**src/hw/serial_port_two_consts.vh**
```
// Constants for the second serial port: register map, field positions, states
// Operation
// - Receive flag; interrupt needs both enables
// - Clock source select set gives master
// - Synchronous transfers are half-duplex
// - Sync select plus enable remap pins
// - Master drives the shift clock out
// - Shifter reloads only after last bit
// - Buffer-to-shifter load sets transmit flag
// - Transmit flag clears only on buffer write
// - Transmit interrupt enable gates transmit interrupt
// - Shifter-empty bit read-only, no interrupt
// - Buffer write with transmit enabled starts
// - Single or continuous enable starts reception
// - Data sampled on falling clock edge
// - Single gets one word; continuous wins
// - Clock source clear gives external-clock slave
// - Slave works in any low-power mode
// - Words shift least significant bit first
// - Transmit enable sets transmit empty flag
`ifndef SERIAL_PORT_TWO_CONSTS_VH
`define SERIAL_PORT_TWO_CONSTS_VH

// ----------------------------------------------------------------------------
// Register offsets
// ----------------------------------------------------------------------------
`define REG_FLAG 4'h0
`define REG_ENABLE 4'h1
`define REG_PRIO 4'h2
`define REG_RXSC 4'h3
`define REG_RXBUF 4'h4
`define REG_TXSC 4'h5
`define REG_BAUD 4'h6
`define REG_TXBUF 4'h7
`define REG_IRQCTL 4'h8

// ----------------------------------------------------------------------------
// Field positions
// ----------------------------------------------------------------------------
`define TXSC_CLKSRC 7
`define TXSC_NINE 6
`define TXSC_TRANSMIT_ENABLE 5
`define TXSC_SYNC 4
`define TXSC_HIGHBAUD 2
`define TXSC_NINTH 0
`define RXSC_PEN 7
`define RXSC_NINE 6
`define RXSC_SINGLE 5
`define RXSC_CONT 4
`define RXSC_ADDR 3
`define FLAG_RX 5
`define FLAG_TX 4
`define IRQ_GLOBAL 7
`define IRQ_PERIPH 6
`define TXSC_MASK 8'hF5
`define RXSC_MASK 8'hF8
`define FLAG_MASK 8'h30
`define IRQCTL_MASK 8'hC0

// ----------------------------------------------------------------------------
// Reset values, counts, states
// ----------------------------------------------------------------------------
`define RST_BYTE 8'h00
`define LAST_BIT8 4'h7
`define LAST_BIT9 4'h8
`define OVS_HIGH 7'h0F
`define OVS_LOW 7'h3F
`define ST_IDLE 4'h1
`define ST_TX 4'h2
`define ST_RX 4'h4
`define ST_ARX 4'h8

`endif

```
**src/hw/pin_sync.v**
```verilog
// Two-flop synchroniser for pin inputs
`timescale 1ns/1ps
module pin_sync #(
   parameter W = 2
) (
   // Clock and reset
   input wire mclk,
   input wire resetn,
   // Levels
   input wire [W-1:0] level,
   output reg [W-1:0] level_q
);
   reg [W-1:0] meta_q;

   always @(posedge mclk or negedge resetn) begin
      if (!resetn) begin
         meta_q <= {W{1'b0}};
         level_q <= {W{1'b0}};
      end else begin
         meta_q <= level;
         level_q <= meta_q;
      end
   end
endmodule // pin_sync

```
**src/hw/baud_tick.v**
```verilog
// Baud divider: one-cycle tick every divisor+1 clocks
`timescale 1ns/1ps
module baud_tick #(
   parameter W = 8
) (
   // Clock and reset
   input wire mclk,
   input wire resetn,
   // Control
   input wire [W-1:0] divisor,
   input wire restart,
   output reg tick_q
);
   reg [W-1:0] count_q;

   always @(posedge mclk or negedge resetn) begin
      if (!resetn) begin
         count_q <= {W{1'b0}};
         tick_q <= 1'b0;
      end else if (restart || count_q >= divisor) begin
         // Restart keeps the first bit of a frame a full period long
         count_q <= {W{1'b0}};
         tick_q <= !restart;
      end else begin
         count_q <= count_q + {{(W-1){1'b0}}, 1'b1};
         tick_q <= 1'b0;
      end
   end
endmodule // baud_tick

```
**src/hw/serial_port_two.v**
```verilog
// Second serial port: sync master/slave transfers, async address-detect receive
//
// Our own choices: the strobed register port and the register addresses.
`timescale 1ns/1ps
`include "serial_port_two_consts.vh"
module serial_port_two (
   // Clock and reset
   input wire mclk,
   input wire resetn,
   // Register port
   input wire [3:0] addr,
   input wire [7:0] wdata,
   input wire wr,
   input wire rd,
   output reg [7:0] rdata_q,
   // Clock line (transmit pin in async mode)
   input wire shift_clock_line_level,
   output reg shift_clock_line_drive_q,
   output reg shift_clock_line_en_q,
   // Data line (receive pin in async mode)
   input wire shift_data_line_level,
   output reg shift_data_line_drive_q,
   output reg shift_data_line_en_q,
   // Interrupt request
   output reg irq_request_q
);
   reg [7:0] txsc_q, rxsc_q, enable_q, prio_q, irqctl_q, baud_q;
   reg [7:0] txbuf_q, rxbuf_q;
   reg txbuf9_q, txfull_q, rxflag_q, rx9_q, framing_error_q, overrun_error_q;
   reg [8:0] txsh_q, rxsh_q;
   reg txsh_full_q, ck_prev_q;
   reg [3:0] state_q, bitcnt_q;
   reg [6:0] subcnt_q;
   reg [7:0] rd_mux;
   wire [1:0] pins_q;
   wire tick;

   function [3:0] last_index;
      input nine;
      begin
         last_index = nine ? `LAST_BIT9 : `LAST_BIT8;
      end
   endfunction

   // -------------------------------------------------------------------------
   // Mode decode
   // -------------------------------------------------------------------------
   wire pen = rxsc_q[`RXSC_PEN];
   wire sync_mode = pen & txsc_q[`TXSC_SYNC];
   wire master = txsc_q[`TXSC_CLKSRC];
   wire transmit_enable = txsc_q[`TXSC_TRANSMIT_ENABLE];
   wire single_receive_enable = rxsc_q[`RXSC_SINGLE];
   wire continuous_receive_enable = rxsc_q[`RXSC_CONT];
   wire nine_rx = rxsc_q[`RXSC_NINE];
   wire st_idle = state_q[0];
   wire st_tx = state_q[1];
   wire st_rx = state_q[2];
   wire st_arx = state_q[3];
   wire ck_s = pins_q[1];
   wire dt_s = pins_q[0];

   pin_sync #(.W(2)) u_sync (
      .mclk(mclk),
      .resetn(resetn),
      .level({shift_clock_line_level, shift_data_line_level}),
      .level_q(pins_q)
   );

   baud_tick #(.W(8)) u_baud (
      .mclk(mclk),
      .resetn(resetn),
      .divisor(baud_q),
      .restart(st_idle),
      .tick_q(tick)
   );

   // -------------------------------------------------------------------------
   // Shift clock events
   // -------------------------------------------------------------------------
   // Master toggles its own clock on each tick; slave follows the pin, so
   // nothing here stops in a low-power state of the core
   wire m_rise = tick & ~shift_clock_line_drive_q;
   wire m_fall = tick & shift_clock_line_drive_q;
   wire s_rise = ck_s & ~ck_prev_q;
   wire s_fall = ~ck_s & ck_prev_q;
   wire rise_e = master ? m_rise : s_rise;
   wire fall_e = master ? m_fall : s_fall;
   wire [8:0] rx_next = {dt_s, rxsh_q[8:1]};

   // Async sampling point
   wire [6:0] ovs = txsc_q[`TXSC_HIGHBAUD] ? `OVS_HIGH : `OVS_LOW;
   wire samp = st_arx & tick & (subcnt_q == ovs);
   wire [3:0] stop_idx = last_index(nine_rx) + 4'h2;

   // -------------------------------------------------------------------------
   // Receive completion
   // -------------------------------------------------------------------------
   wire tx_last = (bitcnt_q == last_index(txsc_q[`TXSC_NINE]));
   wire rx_last = (bitcnt_q == last_index(nine_rx));
   wire srx_done = st_rx & fall_e & rx_last;
   wire arx_done = samp & (bitcnt_q == stop_idx);
   wire rx_done = srx_done | arx_done;
   wire [8:0] rx_src = st_rx ? rx_next : rxsh_q;
   wire [8:0] rx_word = nine_rx ? rx_src : {1'b0, rx_src[8:1]};
   wire rx_keep = ~(st_arx & rxsc_q[`RXSC_ADDR] & nine_rx & ~rx_word[8]);
   wire rx_take = rx_done & rx_keep & ~rxflag_q;
   wire rx_over = rx_done & rx_keep & rxflag_q;
   wire rd_rxbuf = rd & (addr == `REG_RXBUF);
   wire wr_txbuf = wr & (addr == `REG_TXBUF);
   wire wr_rxsc = wr & (addr == `REG_RXSC);
   wire wr_txsc = wr & (addr == `REG_TXSC);
   wire tx_flag = ~txfull_q;

   // Load from buffer into shifter: idle, or straight after the last bit
   wire tx_ready = sync_mode & transmit_enable & txfull_q & ~st_rx & ~st_arx;
   wire tx_end = st_tx & fall_e & tx_last;
   wire tx_load = tx_ready & ((st_idle & ~txsh_full_q) | tx_end);

   // -------------------------------------------------------------------------
   // Register writes and flags
   // -------------------------------------------------------------------------
   always @(posedge mclk or negedge resetn) begin
      if (!resetn) begin
         txsc_q <= `RST_BYTE;
         rxsc_q <= `RST_BYTE;
         enable_q <= `RST_BYTE;
         prio_q <= `RST_BYTE;
         irqctl_q <= `RST_BYTE;
         baud_q <= `RST_BYTE;
         txbuf_q <= `RST_BYTE;
         txbuf9_q <= 1'b0;
         txfull_q <= 1'b0;
         rxbuf_q <= `RST_BYTE;
         rxflag_q <= 1'b0;
         rx9_q <= 1'b0;
         framing_error_q <= 1'b0;
         overrun_error_q <= 1'b0;
      end else begin
         if (wr_txsc) begin
            txsc_q <= wdata & `TXSC_MASK;
         end
         if (wr & (addr == `REG_ENABLE)) begin
            enable_q <= wdata & `FLAG_MASK;
         end
         if (wr & (addr == `REG_PRIO)) begin
            prio_q <= wdata & `FLAG_MASK;
         end
         if (wr & (addr == `REG_IRQCTL)) begin
            irqctl_q <= wdata & `IRQCTL_MASK;
         end
         if (wr & (addr == `REG_BAUD)) begin
            baud_q <= wdata;
         end
         if (wr_rxsc) begin
            rxsc_q <= wdata & `RXSC_MASK;
         end else if (srx_done & ~continuous_receive_enable) begin
            rxsc_q[`RXSC_SINGLE] <= 1'b0;
         end
         // Overrun clears when continuous receive is written clear; a new overrun wins
         if (rx_over) begin
            overrun_error_q <= 1'b1;
         end else if (wr_rxsc & ~wdata[`RXSC_CONT]) begin
            overrun_error_q <= 1'b0;
            framing_error_q <= 1'b0;
         end
         if (rx_take) begin
            rxbuf_q <= rx_word[7:0];
            rx9_q <= rx_word[8];
            framing_error_q <= arx_done & ~dt_s;
         end
         // A word landing in the same cycle as the read keeps the flag set
         if (rx_take) begin
            rxflag_q <= 1'b1;
         end else if (rd_rxbuf) begin
            rxflag_q <= 1'b0;
         end
         // Write of new data wins over the load that empties the buffer
         if (wr_txbuf) begin
            txbuf_q <= wdata;
            txbuf9_q <= txsc_q[`TXSC_NINTH];
            txfull_q <= 1'b1;
         end else if (wr_txsc & wdata[`TXSC_TRANSMIT_ENABLE] & ~transmit_enable) begin
            txfull_q <= 1'b0;
         end else if (tx_load) begin
            txfull_q <= 1'b0;
         end
      end
   end

   // -------------------------------------------------------------------------
   // Transfer engine
   // -------------------------------------------------------------------------
   always @(posedge mclk or negedge resetn) begin
      if (!resetn) begin
         state_q <= `ST_IDLE;
         bitcnt_q <= 4'h0;
         subcnt_q <= 7'h00;
         txsh_q <= 9'h000;
         txsh_full_q <= 1'b0;
         rxsh_q <= 9'h000;
         ck_prev_q <= 1'b0;
         shift_clock_line_drive_q <= 1'b0;
         shift_data_line_drive_q <= 1'b0;
      end else begin
         ck_prev_q <= ck_s;
         if (!pen) begin
            state_q <= `ST_IDLE;
            txsh_full_q <= 1'b0;
            shift_clock_line_drive_q <= 1'b0;
         end else begin
            case (state_q)
               `ST_IDLE: begin
                  bitcnt_q <= 4'h0;
                  shift_clock_line_drive_q <= ~sync_mode;
                  if (tx_load) begin
                     txsh_q <= {txbuf9_q, txbuf_q};
                     txsh_full_q <= 1'b1;
                     state_q <= `ST_TX;
                  end else if (sync_mode & (single_receive_enable | continuous_receive_enable) & ~txfull_q & ~txsh_full_q) begin
                     state_q <= `ST_RX;
                     shift_clock_line_drive_q <= 1'b0;
                  end else if (~sync_mode & continuous_receive_enable & ~dt_s) begin
                     // Start edge: first sample lands mid start bit
                     subcnt_q <= {1'b0, ovs[6:1]};
                     state_q <= `ST_ARX;
                  end
               end
               `ST_TX: begin
                  if (master & tick) begin
                     shift_clock_line_drive_q <= ~shift_clock_line_drive_q;
                  end
                  if (rise_e) begin
                     shift_data_line_drive_q <= txsh_q[0];
                     txsh_q <= {1'b0, txsh_q[8:1]};
                  end
                  if (!transmit_enable || !sync_mode) begin
                     txsh_full_q <= 1'b0;
                     state_q <= `ST_IDLE;
                  end else if (fall_e) begin
                     bitcnt_q <= bitcnt_q + 4'h1;
                     if (tx_last) begin
                        bitcnt_q <= 4'h0;
                        if (tx_load) begin
                           txsh_q <= {txbuf9_q, txbuf_q};
                        end else begin
                           txsh_full_q <= 1'b0;
                           state_q <= `ST_IDLE;
                        end
                     end
                  end
               end
               `ST_RX: begin
                  if (master & tick) begin
                     shift_clock_line_drive_q <= ~shift_clock_line_drive_q;
                  end
                  if (fall_e) begin
                     rxsh_q <= rx_next;
                     bitcnt_q <= bitcnt_q + 4'h1;
                  end
                  if (!(single_receive_enable | continuous_receive_enable) || !sync_mode) begin
                     state_q <= `ST_IDLE;
                  end else if (srx_done) begin
                     bitcnt_q <= 4'h0;
                     if (!continuous_receive_enable) begin
                        state_q <= `ST_IDLE;
                     end
                  end
               end
               `ST_ARX: begin
                  if (tick) begin
                     subcnt_q <= samp ? 7'h00 : subcnt_q + 7'h01;
                  end
                  if (!continuous_receive_enable || sync_mode) begin
                     state_q <= `ST_IDLE;
                  end else if (samp) begin
                     bitcnt_q <= bitcnt_q + 4'h1;
                     if (bitcnt_q == 4'h0) begin
                        if (dt_s) begin
                           state_q <= `ST_IDLE;
                        end
                     end else if (arx_done) begin
                        state_q <= `ST_IDLE;
                     end else begin
                        rxsh_q <= rx_next;
                     end
                  end
               end
               default: begin
                  state_q <= `ST_IDLE;
               end
            endcase
         end
      end
   end

   // -------------------------------------------------------------------------
   // Read port, pin enables, interrupt
   // -------------------------------------------------------------------------
   always @* begin
      rd_mux = `RST_BYTE;
      case (addr)
         `REG_FLAG: rd_mux = {2'b00, rxflag_q, tx_flag, 4'h0};
         `REG_ENABLE: rd_mux = enable_q;
         `REG_PRIO: rd_mux = prio_q;
         `REG_RXSC: rd_mux = {rxsc_q[7:3], framing_error_q, overrun_error_q, rx9_q};
         `REG_RXBUF: rd_mux = rxbuf_q;
         `REG_TXSC: rd_mux = {txsc_q[7:2], ~txsh_full_q, txsc_q[0]};
         `REG_BAUD: rd_mux = baud_q;
         `REG_IRQCTL: rd_mux = irqctl_q;
         default: rd_mux = `RST_BYTE;
      endcase
   end

   always @(posedge mclk or negedge resetn) begin
      if (!resetn) begin
         rdata_q <= `RST_BYTE;
         shift_clock_line_en_q <= 1'b0;
         shift_data_line_en_q <= 1'b0;
         irq_request_q <= 1'b0;
      end else begin
         rdata_q <= rd ? rd_mux : `RST_BYTE;
         // Async: clock pin holds the idle mark; sync slave never drives it
         shift_clock_line_en_q <= pen & (~txsc_q[`TXSC_SYNC] | master);
         shift_data_line_en_q <= sync_mode & st_tx;
         irq_request_q <= ((rxflag_q & enable_q[`FLAG_RX]) | (tx_flag & enable_q[`FLAG_TX]))
            & irqctl_q[`IRQ_GLOBAL] & irqctl_q[`IRQ_PERIPH];
      end
   end
endmodule // serial_port_two

```
**config.mk**
```make
export PLATFORM = sky130hd
export DESIGN_NAME = serial_port_two
export DESIGN_NICKNAME = d
export VERILOG_FILES = /design/src/hw/pin_sync.v /design/src/hw/baud_tick.v /design/src/hw/serial_port_two.v
export VERILOG_INCLUDE_DIRS = /design/src /design/src/hw
export SDC_FILE = /design/constraint.sdc
export NUM_CORES = 1
export LEC_CHECK = 0
export BUFFER_PORTS_ARGS = -buffer_cell sky130_fd_sc_hd__buf_2
export CAP_MARGIN = 20
export CORE_ASPECT_RATIO = 2
export CORE_MARGIN = 2
export CORE_UTILIZATION = 32
export CTS_BUF_LIST = sky130_fd_sc_hd__clkbuf_8
export DETAILED_ROUTE_END_ITERATION = 8
export SLEW_MARGIN = 10
export SYNTH_ARGS = -nofsm -noshare
export SYNTH_HDL_FRONTEND = slang
export SYNTH_HIERARCHICAL = 1
export SYNTH_SLANG_ARGS = --single-unit
export TNS_END_PERCENT = 50
```
**constraint.sdc**
```tcl
create_clock -name mclk -period 6.65 [get_ports mclk]
set_input_delay 0.9975 -clock mclk [delete_from_list [all_inputs] [get_ports mclk]]
set_output_delay 0.9975 -clock mclk [all_outputs]
set_load 0.02 [all_outputs]
```
## Word level (Yosys, flattened, before mapping)

Cells that the tools add are included.
Widths: inputs -> output; s select.

- Input port bits: 18
- Output and inout bits: 13
- Bits in registers: 108
- Word-level logic and storage cells: 258

- Equal/unequal tests: 42
- Add/subtract/negate cells: 4
- Reductions and logical operators: 30
- Bitwise operators: 70
- Muxes and demuxes: 79
- $lt $le $gt $ge: 1

Operators by type and width:

| kind | number |
|---|---|
| $mux 9 | 13 |
| $mux 4 | 26 |
| $pmux 8 s8 | 1 |
| $and 1x1->1 | 49 |
| $pmux 9 s2 | 2 |
| $mux 7 | 5 |
| $pmux 4 s4 | 2 |
| $mux 1 | 24 |
| $ne 2x2->1 const B | 12 |
| $ne 4x4->1 const B | 6 |
| $eq 4x3->1 const B | 5 |
| $mux 8 | 2 |
| $not 1->1 | 16 |
| $pmux 7 s2 | 1 |
| $reduce_bool 2->1 | 7 |
| $eq 4x2->1 const B | 3 |
| $eq 4x4->1 | 3 |
| $reduce_and 6->1 | 2 |
| $ne 5x5->1 const B | 2 |
| $reduce_and 9->1 | 1 |
| $add 8x1->8 const B | 1 |
| $eq 4x1->1 const B | 2 |
| $eq 4x4->1 const B | 2 |
| $ge 8x8->1 | 1 |
| 22 further kinds | 38 |

## Logic depth before layout (Yosys ltp)

Gate-level depths: netlist (run 1).

- Depth after elaboration: 13
- Gate-level depth with buffers: 8
- Mapped depth without buffers: 7

## Hierarchy

Netlist (run 1), hierarchy kept.

Modules (own cells, without submodules):

| module | area each (um^2) | cells each | seq. area each (um^2) | times used |
|---|---|---|---|---|
| serial_port_two | 4983.5 | 472 | 2378.5 | 1 |
| baud_tick | 650.6 | 59 | 225.2 | 1 |
| pin_sync | 100.1 | 4 | 100.1 | 1 |

## Worst setup path before layout (run 1)

OpenSTA, ideal clock, no wires.

- Path kind: input port to flip-flop
- Start point: input port addr[0]
- End point: register txsc_q[0]
- Stages: 4
- Data arrival time: 2.370 ns
- Path buffers: 2
- Path slack: 4.155 ns
- Library setup time: 0.125 ns
- Cell sequence: clkbuf_1 buf_1 nor3b_2 mux2_2

- Word-level cells in the longest chain between the ends: 2

Ends and longest elaborated chain:

| item | line | text |
|---|---|---|
| from (decl) | serial_port_two.v:11 | `input wire [3:0] addr,` |
| $eq 4x3->1 | - |  |
| $and 1x1->1 | serial_port_two.v:111 | `` wire wr_txsc = wr & (addr == `REG_TXSC); `` |
| to (signal assigned) | serial_port_two.v:124 | `` txsc_q <= `RST_BYTE; `` |
| to (signal assigned) | serial_port_two.v:140 | `` txsc_q <= wdata & `TXSC_MASK; `` |
| to (decl) | serial_port_two.v:27 | `reg [7:0] txsc_q, rxsc_q, enable_q, prio_q, irqctl_q, baud_q;` |

No other way between the ends.
A chain may end at the register's enable or synchronous reset.

## Final worst setup path (run 1)

- Start point: register txsc_q[2]
- End point: register rxbuf_q[0]

- Word-level cells in the longest chain between the ends: 7

Ends and longest elaborated chain:

| item | line | text |
|---|---|---|
| $mux 6 (no line) | - |  |
| $eq 7x6->1 | serial_port_two.v:92 | `wire samp = st_arx & tick & (subcnt_q == ovs);` |
| $and 1x1->1 | serial_port_two.v:92 |  |
| $and 1x1->1 | serial_port_two.v:101 | `wire arx_done = samp & (bitcnt_q == stop_idx);` |
| $or 1x1->1 | serial_port_two.v:102 | `wire rx_done = srx_done \| arx_done;` |
| $and 1x1->1 (2 in a row) | serial_port_two.v:106 | `wire rx_take = rx_done & rx_keep & ~rxflag_q;` |
| to (signal assigned) | serial_port_two.v:133 | `` rxbuf_q <= `RST_BYTE; `` |
| to (signal assigned) | serial_port_two.v:167 | `rxbuf_q <= rx_word[7:0];` |
| to (decl) | serial_port_two.v:28 | `reg [7:0] txbuf_q, rxbuf_q;` |

No other way between the ends.

==> reports/metrics.csv, run 1 <==
metric,value,unit
outcome,completed,
r2r_slack,3.85,ns
holdPathEnd,u_sync/level_q[1],
ys_ff_latch,108,
synth_flop_cell,dfrtp_1,
cp-start-kind,register,
vias_per_cell,5.47,
r2r-end,rxbuf_q[0],
cts_made_buffers,9,
dr.pass1.iters,4,
wl_met3,379,um
met2_length,8050,um
cts_resized,0,
slew_viol_final,0,
hold_viol_final,0,
cp.arrival,3.08,ns
hold_path.class,reg2reg,
place_inst,754,
path_buf_inv,0,
cp_slowest_cell,a2111oi_4,
synth_fp_nets,565,
postSynthCellCount,535,
cp_data_required_time,6.93,ns
place_hpwl,11100,um
r2r_start,txsc_q[2],
grt_overflow,0,
vias,4214,
die_x,98.7,um
holdPathStages,0,
grtUsageTotal,0.155,
highest_layer,met4,
core,17700,sq um
synth_edf_count,0,
drive_above_1_share,0.241,
num-fill-cells,1762,
hp-start,u_sync/meta_q[1],
numPortBuffers,30,
powerDensity,271,nW/um^2
rsz0062_at_grt,no,
numClockSinks,108,
dieArea,19100,sq um
drt_wl_total,14400,um
final_nets,582,
avgSynthCellArea,10.7,sq um
async_reset_ff_frac,1.00,
gp_congestion,0.916,
relSlewSlack,0.319,
dieHeight,193,um
grt_pass1_wl,23000,um
clock_path_buffers,2,
start_util,0.324,
final_cell_mix,"107 x dfrtp_1, 48 x mux2_2, 34 x nand2_1, 34 x o21ai_0, 29 x buf_2",
cts_hold_buffers,0,
fmax,357,MHz
ant_nets,0,
reg2reg_depth,6,
cp_cell_sequence,or3b_4 -> a2111oi_4 -> nand2_2 -> a21oi_2 -> and2b_1 -> mux2_4,
antenna_found_initial,0,
setup_viol,0,
cts_tree,yes,
first_global_vias,4264,
rows,69,
drc_errors,0,
critical_path.startpoint,txsc_q[2],
cap_violations,0,
cp_top_family,simple AND/OR/NAND/NOR gates,
post_cts_buffers,0,
fin_crit_sh,0.421,
clock_latency,0.39,ns
cts.htree.levels,3,
num_antenna_cells,0,
slowest_delay,0.60,ns
clkTransAtPathRegs,0.11,ns
drt_iter0_drc,329,
ioPinCount,31,
root_buffer,clkbuf_8,
irDropWorstVdd,0.0000929,V
worst_pin_slew,1.02,ns
cp_max_fo,10,
finalWorstPathRequiredPeriod,2.80,ns
wl_met1,5110,um
endpoint_kind,register,
syn2layout_area_growth,9.45,%
finalSetupTns,0,ns
path_class,reg2reg,
synth_cell_types,69,
ys_seq_area_frac,0.472,
grt_max_degree,68,
mostFrequentLayoutCell,dfrtp_1,
skew,0.0140,ns
synth_warnings,6,
post_drt_wl_per_cell,18.7,um
syn_area,5730,sq um
fin_cells,770,
p_leak,2.69,nW
synthesized netlist by cell type, types with 2 or more instances:
master    number  area share
and2_1         7      0.0076
a222oi_1       3      0.0052
nor2b_1       16       0.017
o22ai_1        6      0.0065
nand3_1       16       0.014
nor3_2         7       0.012
o31ai_1        2      0.0026
o21ai_0       34       0.030
xnor2_1        2      0.0031
ha_1          12       0.026
nand4_1        3      0.0033
nor4b_1        3      0.0046
o21ai_1        3      0.0026
nand2_1       34       0.022
a21boi_0       2      0.0026
a31oi_1        8      0.0087
o32ai_1        2      0.0031
mux2i_1       16       0.028
nor2_1        26       0.017
mux2_4         9       0.024
nor3_1        10      0.0087
inv_1         19       0.012
mux2_2        48       0.094
a31o_2         2      0.0031
or2_2          2      0.0022
nor3b_2        2      0.0044
nand2b_1       8      0.0087
nand4b_1       2      0.0031
o21a_1         2      0.0026
nor3b_1        5      0.0065
a41oi_1        2      0.0031
dfrtp_1      107        0.47
a21oi_1       23       0.020
and3_1        11       0.012
a211oi_1       3      0.0039
nand3b_1       8       0.010
or3_1          3      0.0033
clkbuf_1      21       0.014
xor2_1         6      0.0092
buf_1          3      0.0020
a22o_1         6      0.0092
a21oi_2        4      0.0061
metrics by stage:
step	hold WS (ns)	worst slack, ns	util	instance area [sq um]	power, mW
6_report	0.366	3.85	0.355	6280	1.70
5_1_grt	0.379	3.60	0.355	6280	1.80
4_1_cts	0.369	3.83	0.355	6280	1.72
3_5_place_dp	0.343	3.76	0.343	6060	1.29
3_3_place_gp	0.340	3.85	0.343	6060	1.27
2_1_floorplan	0.331	4.15	-	5730	1.14
power by group:
group	internal [mW]	leakage (nW)	switching [mW]
clock network	0.183	0.108	0.247
registers	0.755	1.41	0.159
logic	0.167	1.18	0.192
total	1.11	2.69	0.597
worst max path at each step:
stage	slack, ns	cells after the start	end
4_1_cts	3.83	4	subcnt_q[1]
6_report	3.85	6	rxbuf_q[0]
3_5_place_dp	3.76	5	txbuf_q[3]
3_3_place_gp	3.85	5	txsc_q[4]
5_1_grt	3.60	4	subcnt_q[1]
2_1_floorplan	4.15	4	txsc_q[0]
kinds of logic after synthesis:
kind of cell | Yosys count | synth area share
AOI/OAI and AO/OA | 117 | 0.140
xor gates and xnor gates | 8 | 0.0122
DFF | 108 | 0.472
and+or+nand+nor | 170 | 0.168
muxes | 74 | 0.150
buffers and inverters | 46 | 0.0323
adders and majority gates | 12 | 0.0262
registers in the layout, summed over array words and instances (netlist names), 2 cells and up:
signal          cells
baud_q              8
prio_q              2
rxbuf_q             8
rdata_q             8
u_sync/level_q      2
irqctl_q            2
u_sync/meta_q       2
bitcnt_q            4
state_q             4
rxsh_q              9
subcnt_q            7
txsh_q              9
txbuf_q             8
u_baud/count_q      8
txsc_q              6
enable_q            2
rxsc_q              5
area by class of cell:
cell class / count / area, sq um / area share
clock buffer: 9 / 124 / 0.0197
sequential: 108 / 2700 / 0.431
timing repair buffer: 33 / 175 / 0.0279
tap: 213 / 267 / 0.0425
multi-input combinational: 381 / 2850 / 0.453
inverter: 19 / 71.3 / 0.0114
clock inverter: 7 / 90.1 / 0.0144
routing by layer:
layer,track usage,up-vias
li1,-,1979
met1,0.156,2095
met2,0.291,107
met3,0.0213,33
met4,0.100,0
met5,0,-
No activity file was read; power rests on OpenSTA's default activity.
==> run 2, diff against run 1 <==
- ABC_AREA: unset -> 1
- clock period: 6.65 -> 2.25 ns (I/O delays scaled with it)
==> run 2 against run 1 <==
Compared with the run above:
- register-to-register slack worse by 3.6 ns
- synthesized cell count rose by 41%
- combinational power grew to 3.4 times the previous value
- die area up 3.1%
- design area up 4.4%
- cell count is 32% higher
- first-iteration DRC count down 22%
- worst hold slack got worse by 0.33 ns
- power grew to 2.9 times the previous value
- critical path depth grew 5
- largest power group unchanged
==> reports/metrics.csv, run 2 <==
metric,value,unit
cp_max_fo,10,
synth_flop_cell,dfrtp_1,
cts_tree,yes,
synth_warnings,6,
dieHeight,196,um
synth_edf_count,0,
reg_top3,"rxsh_q (9), txsh_q (9)",
fin_crit_sh,0.882,
reg2reg_depth,11,
cts_hold_buffers,1,
drive_above_1_share,0.138,
postSynthCellCount,757,
cp_slowest_cell,dfrtp_1,
synthMostInstantiatedCell,nand2_1,
cp-start-kind,register,
stdcell_area,6550,sq um
synth_cell_types,42,
slowest_delay,0.41,ns
skew,0.0149,ns
syn2layout_area_growth,10.8,%
r2r_start,txsc_q[7],
antenna_found_initial,0,
multi_input_area,2670,sq um
ys_ff_latch,108,
final_nets,825,
root_buffer,clkbuf_8,
endpoint_kind,register,
clock_path_buffers,2,
dr.pass1.iters,5,
cts_resized,0,
hold_viol_final,0,
cp_cell_sequence,inv_1 -> nand2_1 -> nand2_1 -> inv_2 -> nand2_1 -> a21oi_2 -> nand3_4 -> nand2_2 -> nand2_1 -> nand3_1 -> nand2_1,
cap_violations,0,
num_antenna_cells,0,
grt_pass1_wl,25300,um
first_global_vias,5043,
r2r-end,txsh_q[0],
finalSetupTns,0,ns
start_util,0.325,
synth_fp_nets,787,
vias,5001,
synth.top_cells.by_area,"dfrtp_1 45%, nand2_1 13%, o21ai_0 6.9%",
synthTopCellsByCount,"198 x nand2_1, 107 x dfrtp_1, 103 x inv_1",
placed_cell_area,6340,sq um
rows,70,
cts_made_buffers,9,
core,18200,sq um
rsz0062_at_grt,no,
grt_overflow,0,
regArea,2700,sq um
grt_max_degree,45,
clock_latency,0.40,ns
ant_nets,0,
cp.arrival,2.28,ns
p_leak,3.27,nW
yosysTopAreaCellShare,0.453,
numPortBuffers,30,
hp-start,shift_data_line_level,
worst_slack,0.266,ns
final_cell_mix,"198 x nand2_1, 107 x dfrtp_1, 103 x inv_1, 81 x o21ai_0, 56 x nor2_1",
drc_errors,0,
yosys.area.top_type,dfrtp_1,
num-fill-cells,1940,
powerDensity,763,nW/um^2
path_class,reg2reg,
dieArea,19700,sq um
irDropWorstVdd,0.000278,V
grtUsageTotal,0.166,
vias_per_cell,4.92,
avgSynthCellArea,7.82,sq um
gp_congestion,0.887,
relSlewSlack,0.663,
place_hpwl,12200,um
cts.htree.levels,3,
slew_viol_final,0,
dp_slack,0.278,ns
worst_pin_slew,0.504,ns
hold_path.class,in2reg,
ys_seq_area_frac,0.457,
clkTransAtPathRegs,0.11,ns
async_reset_ff_frac,1.00,
ioPinCount,31,
die_x,100,um
setup_viol,0,
mostFrequentLayoutCell,nand2_1,
drt_wl_total,15600,um
r2r_slack,0.27,ns
post_cts_buffers,0,
fmax,504,MHz
finalWorstPathRequiredPeriod,1.98,ns
post_drt_wl_per_cell,15.4,um
crit_top_cell,nand2_1,
syn_area,5920,sq um
outcome,completed,
drt_iter0_drc,257,
numClockSinks,108,
cp_data_required_time,2.55,ns
holdPathStages,1,
holdPathEnd,u_sync/meta_q[0],
## run 2: changes by cell type after synthesis, moves of 30 or more
cell     change
nand3_1     +38
o21ai_0     +47
nand2_1    +164
nor2_1      +30
inv_1       +84
mux2_2      -47
## run 2: per-stage QoR
stage	instances	utilization	hold slack, ns	total power, mW
2_1_floorplan	757	-	0.0419	3.34
3_3_place_gp	999	0.348	0.332	3.75
3_5_place_dp	999	0.348	0.335	3.77
4_1_cts	1016	0.360	0.0111	5.07
5_1_grt	1016	0.360	0.00747	5.32
6_report	1016	0.360	0.0326	5.00
## run 2: report_power, final
part           switching (mW)  internal (mW)  total (mW)  leakage, nW
Combinational           0.801          0.432        1.23         1.76
Sequential              0.245           2.24        2.49         1.41
Clock                   0.730          0.556        1.29        0.107
## run 2: cells by family after synthesis
group	Yosys count	share of synthesized area
buffers and inverters	129	0.0918
flip-flops	108	0.457
multiplexers	1	0.00190
adder cells (fa/ha/maj)	12	0.0254
XOR/XNOR	7	0.0104
AND/OR/NAND/NOR	370	0.294
AO/OA/AOI/OAI	130	0.119
## run 2: area by class of cell
cell class	count	area share
Sequential cell	108	0.413
Tap cell	216	0.0412
Clock buffer	10	0.0210
Clock inverter	6	0.0107
Multi-Input combinational cell	520	0.407
Inverter	113	0.0647
Timing Repair Buffer	43	0.0424
## run 2: how the worst max path moves through the flow
stage,startpoint,to,slack (ns)
3_3_place_gp,state_q[3],framing_error_q,0.30
6_report,txsc_q[7],txsh_q[0],0.27
5_1_grt,subcnt_q[0],rxbuf_q[2],0.05
4_1_cts,subcnt_q[0],framing_error_q,0.26
3_5_place_dp,subcnt_q[0],framing_error_q,0.28
2_1_floorplan,subcnt_q[0],framing_error_q,0.62
## run 2: critical path, delay by kind of cell, from the launching register on
kind | cells | cell delay [ns]
buffers and inverters | 2 | 0.28
DFF | 1 | 0.41
and+or+nand+nor | 8 | 1.01
AOI/OAI and AO/OA | 1 | 0.17
## run 2: per-layer routing
| metal | track usage | part of all wire | vias to the layer above |
|---|---|---|---|
| met5 | 0 | 0 | - |
| met4 | 0.110 | 0.056 | 0 |
| met3 | 0.0217 | 0.022 | 37 |
| met2 | 0.310 | 0.56 | 74 |
| met1 | 0.167 | 0.36 | 2386 |
| li1 | - | - | 2504 |
==> run 3, diff against run 2 <==
- ABC_AREA: 1 -> unset
==> run 3 against run 2 <==
Compared with the run above:
- the run now ends with negative setup slack left
- critical path depth down 4
- worst hold slack better by 0.023 ns
- first-iteration DRC count down 12%
- cell count down 19%
- worst setup slack worse by 0.27 ns
- design area up 3.6%
- sequential power up 2%
- routed wire length down 3.5%
- core utilization up 2.4 points
- sequential share of layout area down 1.4 points
- largest cell class is now multi-input combinational cells
- largest power group unchanged
==> reports/metrics.csv, run 3 (same netlist as run 1, synthesis figures left out) <==
metric,value,unit
worst_slack,-0.00534,ns
dr.pass1.iters,4,
vias,4418,
grt-busiest-layer,met2,
post_drt_wl_per_cell,18.4,um
drt_iter0_drc,225,
cp-start-kind,register,
first_global_vias,4730,
cts_tree,yes,
r2r-end,bitcnt_q[3],
powerDensity,761,nW/um^2
gp_congestion,0.983,
cp_data_required_time,2.53,ns
use_met2,0.287,
mostFrequentLayoutCell,dfrtp_1,
relSlewSlack,0.581,
fmax,443,MHz
use_met3,0.0278,
finalWorstPathRequiredPeriod,2.26,ns
final_cell_mix,"107 x dfrtp_1, 46 x mux2_2, 46 x buf_4, 34 x nand2_1, 32 x o21ai_0",
numPortBuffers,30,
hold_viol_final,0,
worst_pin_slew,0.629,ns
dieHeight,193,um
drive_above_1_share,0.320,
core,17700,sq um
crit_end,bitcnt_q[3],
final_nets,631,
clkTransAtPathRegs,0.10,ns
cts.htree.levels,3,
ioPinCount,31,
hold_path.class,in2reg,
drt_wl_total,15100,um
cap_violations,0,
fin_crit_sh,1.00,
num_antenna_cells,0,
grt_max_degree,47,
outcome,finished with violations,
root_buffer,clkbuf_8,
grt_overflow,0,
skew,0.0146,ns
num-fill-cells,1702,
reg2reg_depth,7,
critical_path.startpoint,subcnt_q[4],
clock_path_buffers,2,
slew_viol_final,0,
cp.arrival,2.53,ns
reg_top3,"rxsh_q (9), txsh_q (9)",
clock_latency,0.39,ns
irDropWorstVdd,0.000276,V
grt_pass1_wl,24500,um
setup_viol,1,
ant_nets,0,
antenna_found_initial,0,
path_class,reg2reg,
endpoint_kind,register,
finalSetupTns,-0.00534,ns
hp-start,shift_data_line_level,
r2r_slack,-0.005,ns
violations,negative setup slack,
start_util,0.324,
p_leak,2.98,nW
drc_errors,0,
cp_max_fo,4,
die_x,98.7,um
total_power,5.17,mW
r2r_start,subcnt_q[4],
vias_per_cell,5.39,
rows,69,
place_hpwl,11300,um
cts_made_buffers,9,
syn2layout_area_growth,18.4,%
dieArea,19100,sq um
numClockSinks,108,
gr-usage-met1,0.163,
grtUsageTotal,0.163,
rsz0062_at_grt,yes,
==> run 3: worst max-delay path: stages, from the launching register on <==
cell and delay [ns]:
dfrtp_1 0.40, or3b_4 0.41, a2111oi_4 0.38, buf_4 0.20
a21oi_2 0.06, a211oi_2 0.26, o21ai_2 0.14, o311a_1 0.30
==> run 3: worst min-delay path by stage <==
stage | end | slack, ns | cells past startpoint
floorplan | baud_q[0] | 0.04 | 0
global placement | u_sync/meta_q[1] | 0.26 | 1
detailed placement | u_sync/meta_q[1] | 0.26 | 1
CTS | u_sync/meta_q[0] | 0.04 | 1
global route | u_sync/meta_q[0] | 0.05 | 1
finish | u_sync/meta_q[0] | 0.06 | 1
==> run 3: power breakdown <==
group          internal [mW]  switching (mW)  total, mW
registers               2.23           0.307       2.54
logic                  0.670           0.753       1.42
clock network          0.511           0.691       1.20
total                   3.42            1.75       5.17
==> run 3: final cells by class <==
type,instances,area (sq um),share of cell area
multi-input combinational,381,2940,0.433
sequential,108,2700,0.398
timing repair buffer,82,617,0.0909
tap,213,267,0.0393
clock buffer,9,124,0.0182
inverter,19,71.3,0.0105
clock inverter,7,68.8,0.0101
==> run 3: routing by layer <==
metal | vias to the layer above | wire, um | share of wire
li1 | 2071 | - | -
met3 | 57 | 418 | 0.028
met2 | 110 | 8000 | 0.53
met1 | 2180 | 5420 | 0.36
met5 | - | 0 | 0
met4 | 0 | 1240 | 0.082
==> run 3: per-stage QoR <==
| step | hold slack [ns] | cell area, sq um | utilization | instances | setup slack, ns |
|---|---|---|---|---|---|
| 2_1_floorplan | 0.0419 | 5730 | - | 535 | 0.0147 |
| 3_3_place_gp | 0.256 | 6430 | 0.364 | 797 | 0.0374 |
| 3_5_place_dp | 0.258 | 6430 | 0.364 | 797 | -0.00675 |
| 4_1_cts | 0.0387 | 6670 | 0.377 | 816 | -0.00146 |
| 5_1_grt | 0.0465 | 6790 | 0.384 | 819 | -0.0856 |
| 6_report | 0.0556 | 6790 | 0.384 | 819 | -0.00534 |
==> run 3: timing repair <==
action                                  4_1_cts  5_1_grt
buffers inserted                              2        2
gates cloned                                  0        1
gates resized for setup                       5       15
endpoints found under the hold margin        17        0
hold buffers                                  1        0
pin swaps                                     5        4
endpoints found under the setup margin       15       33
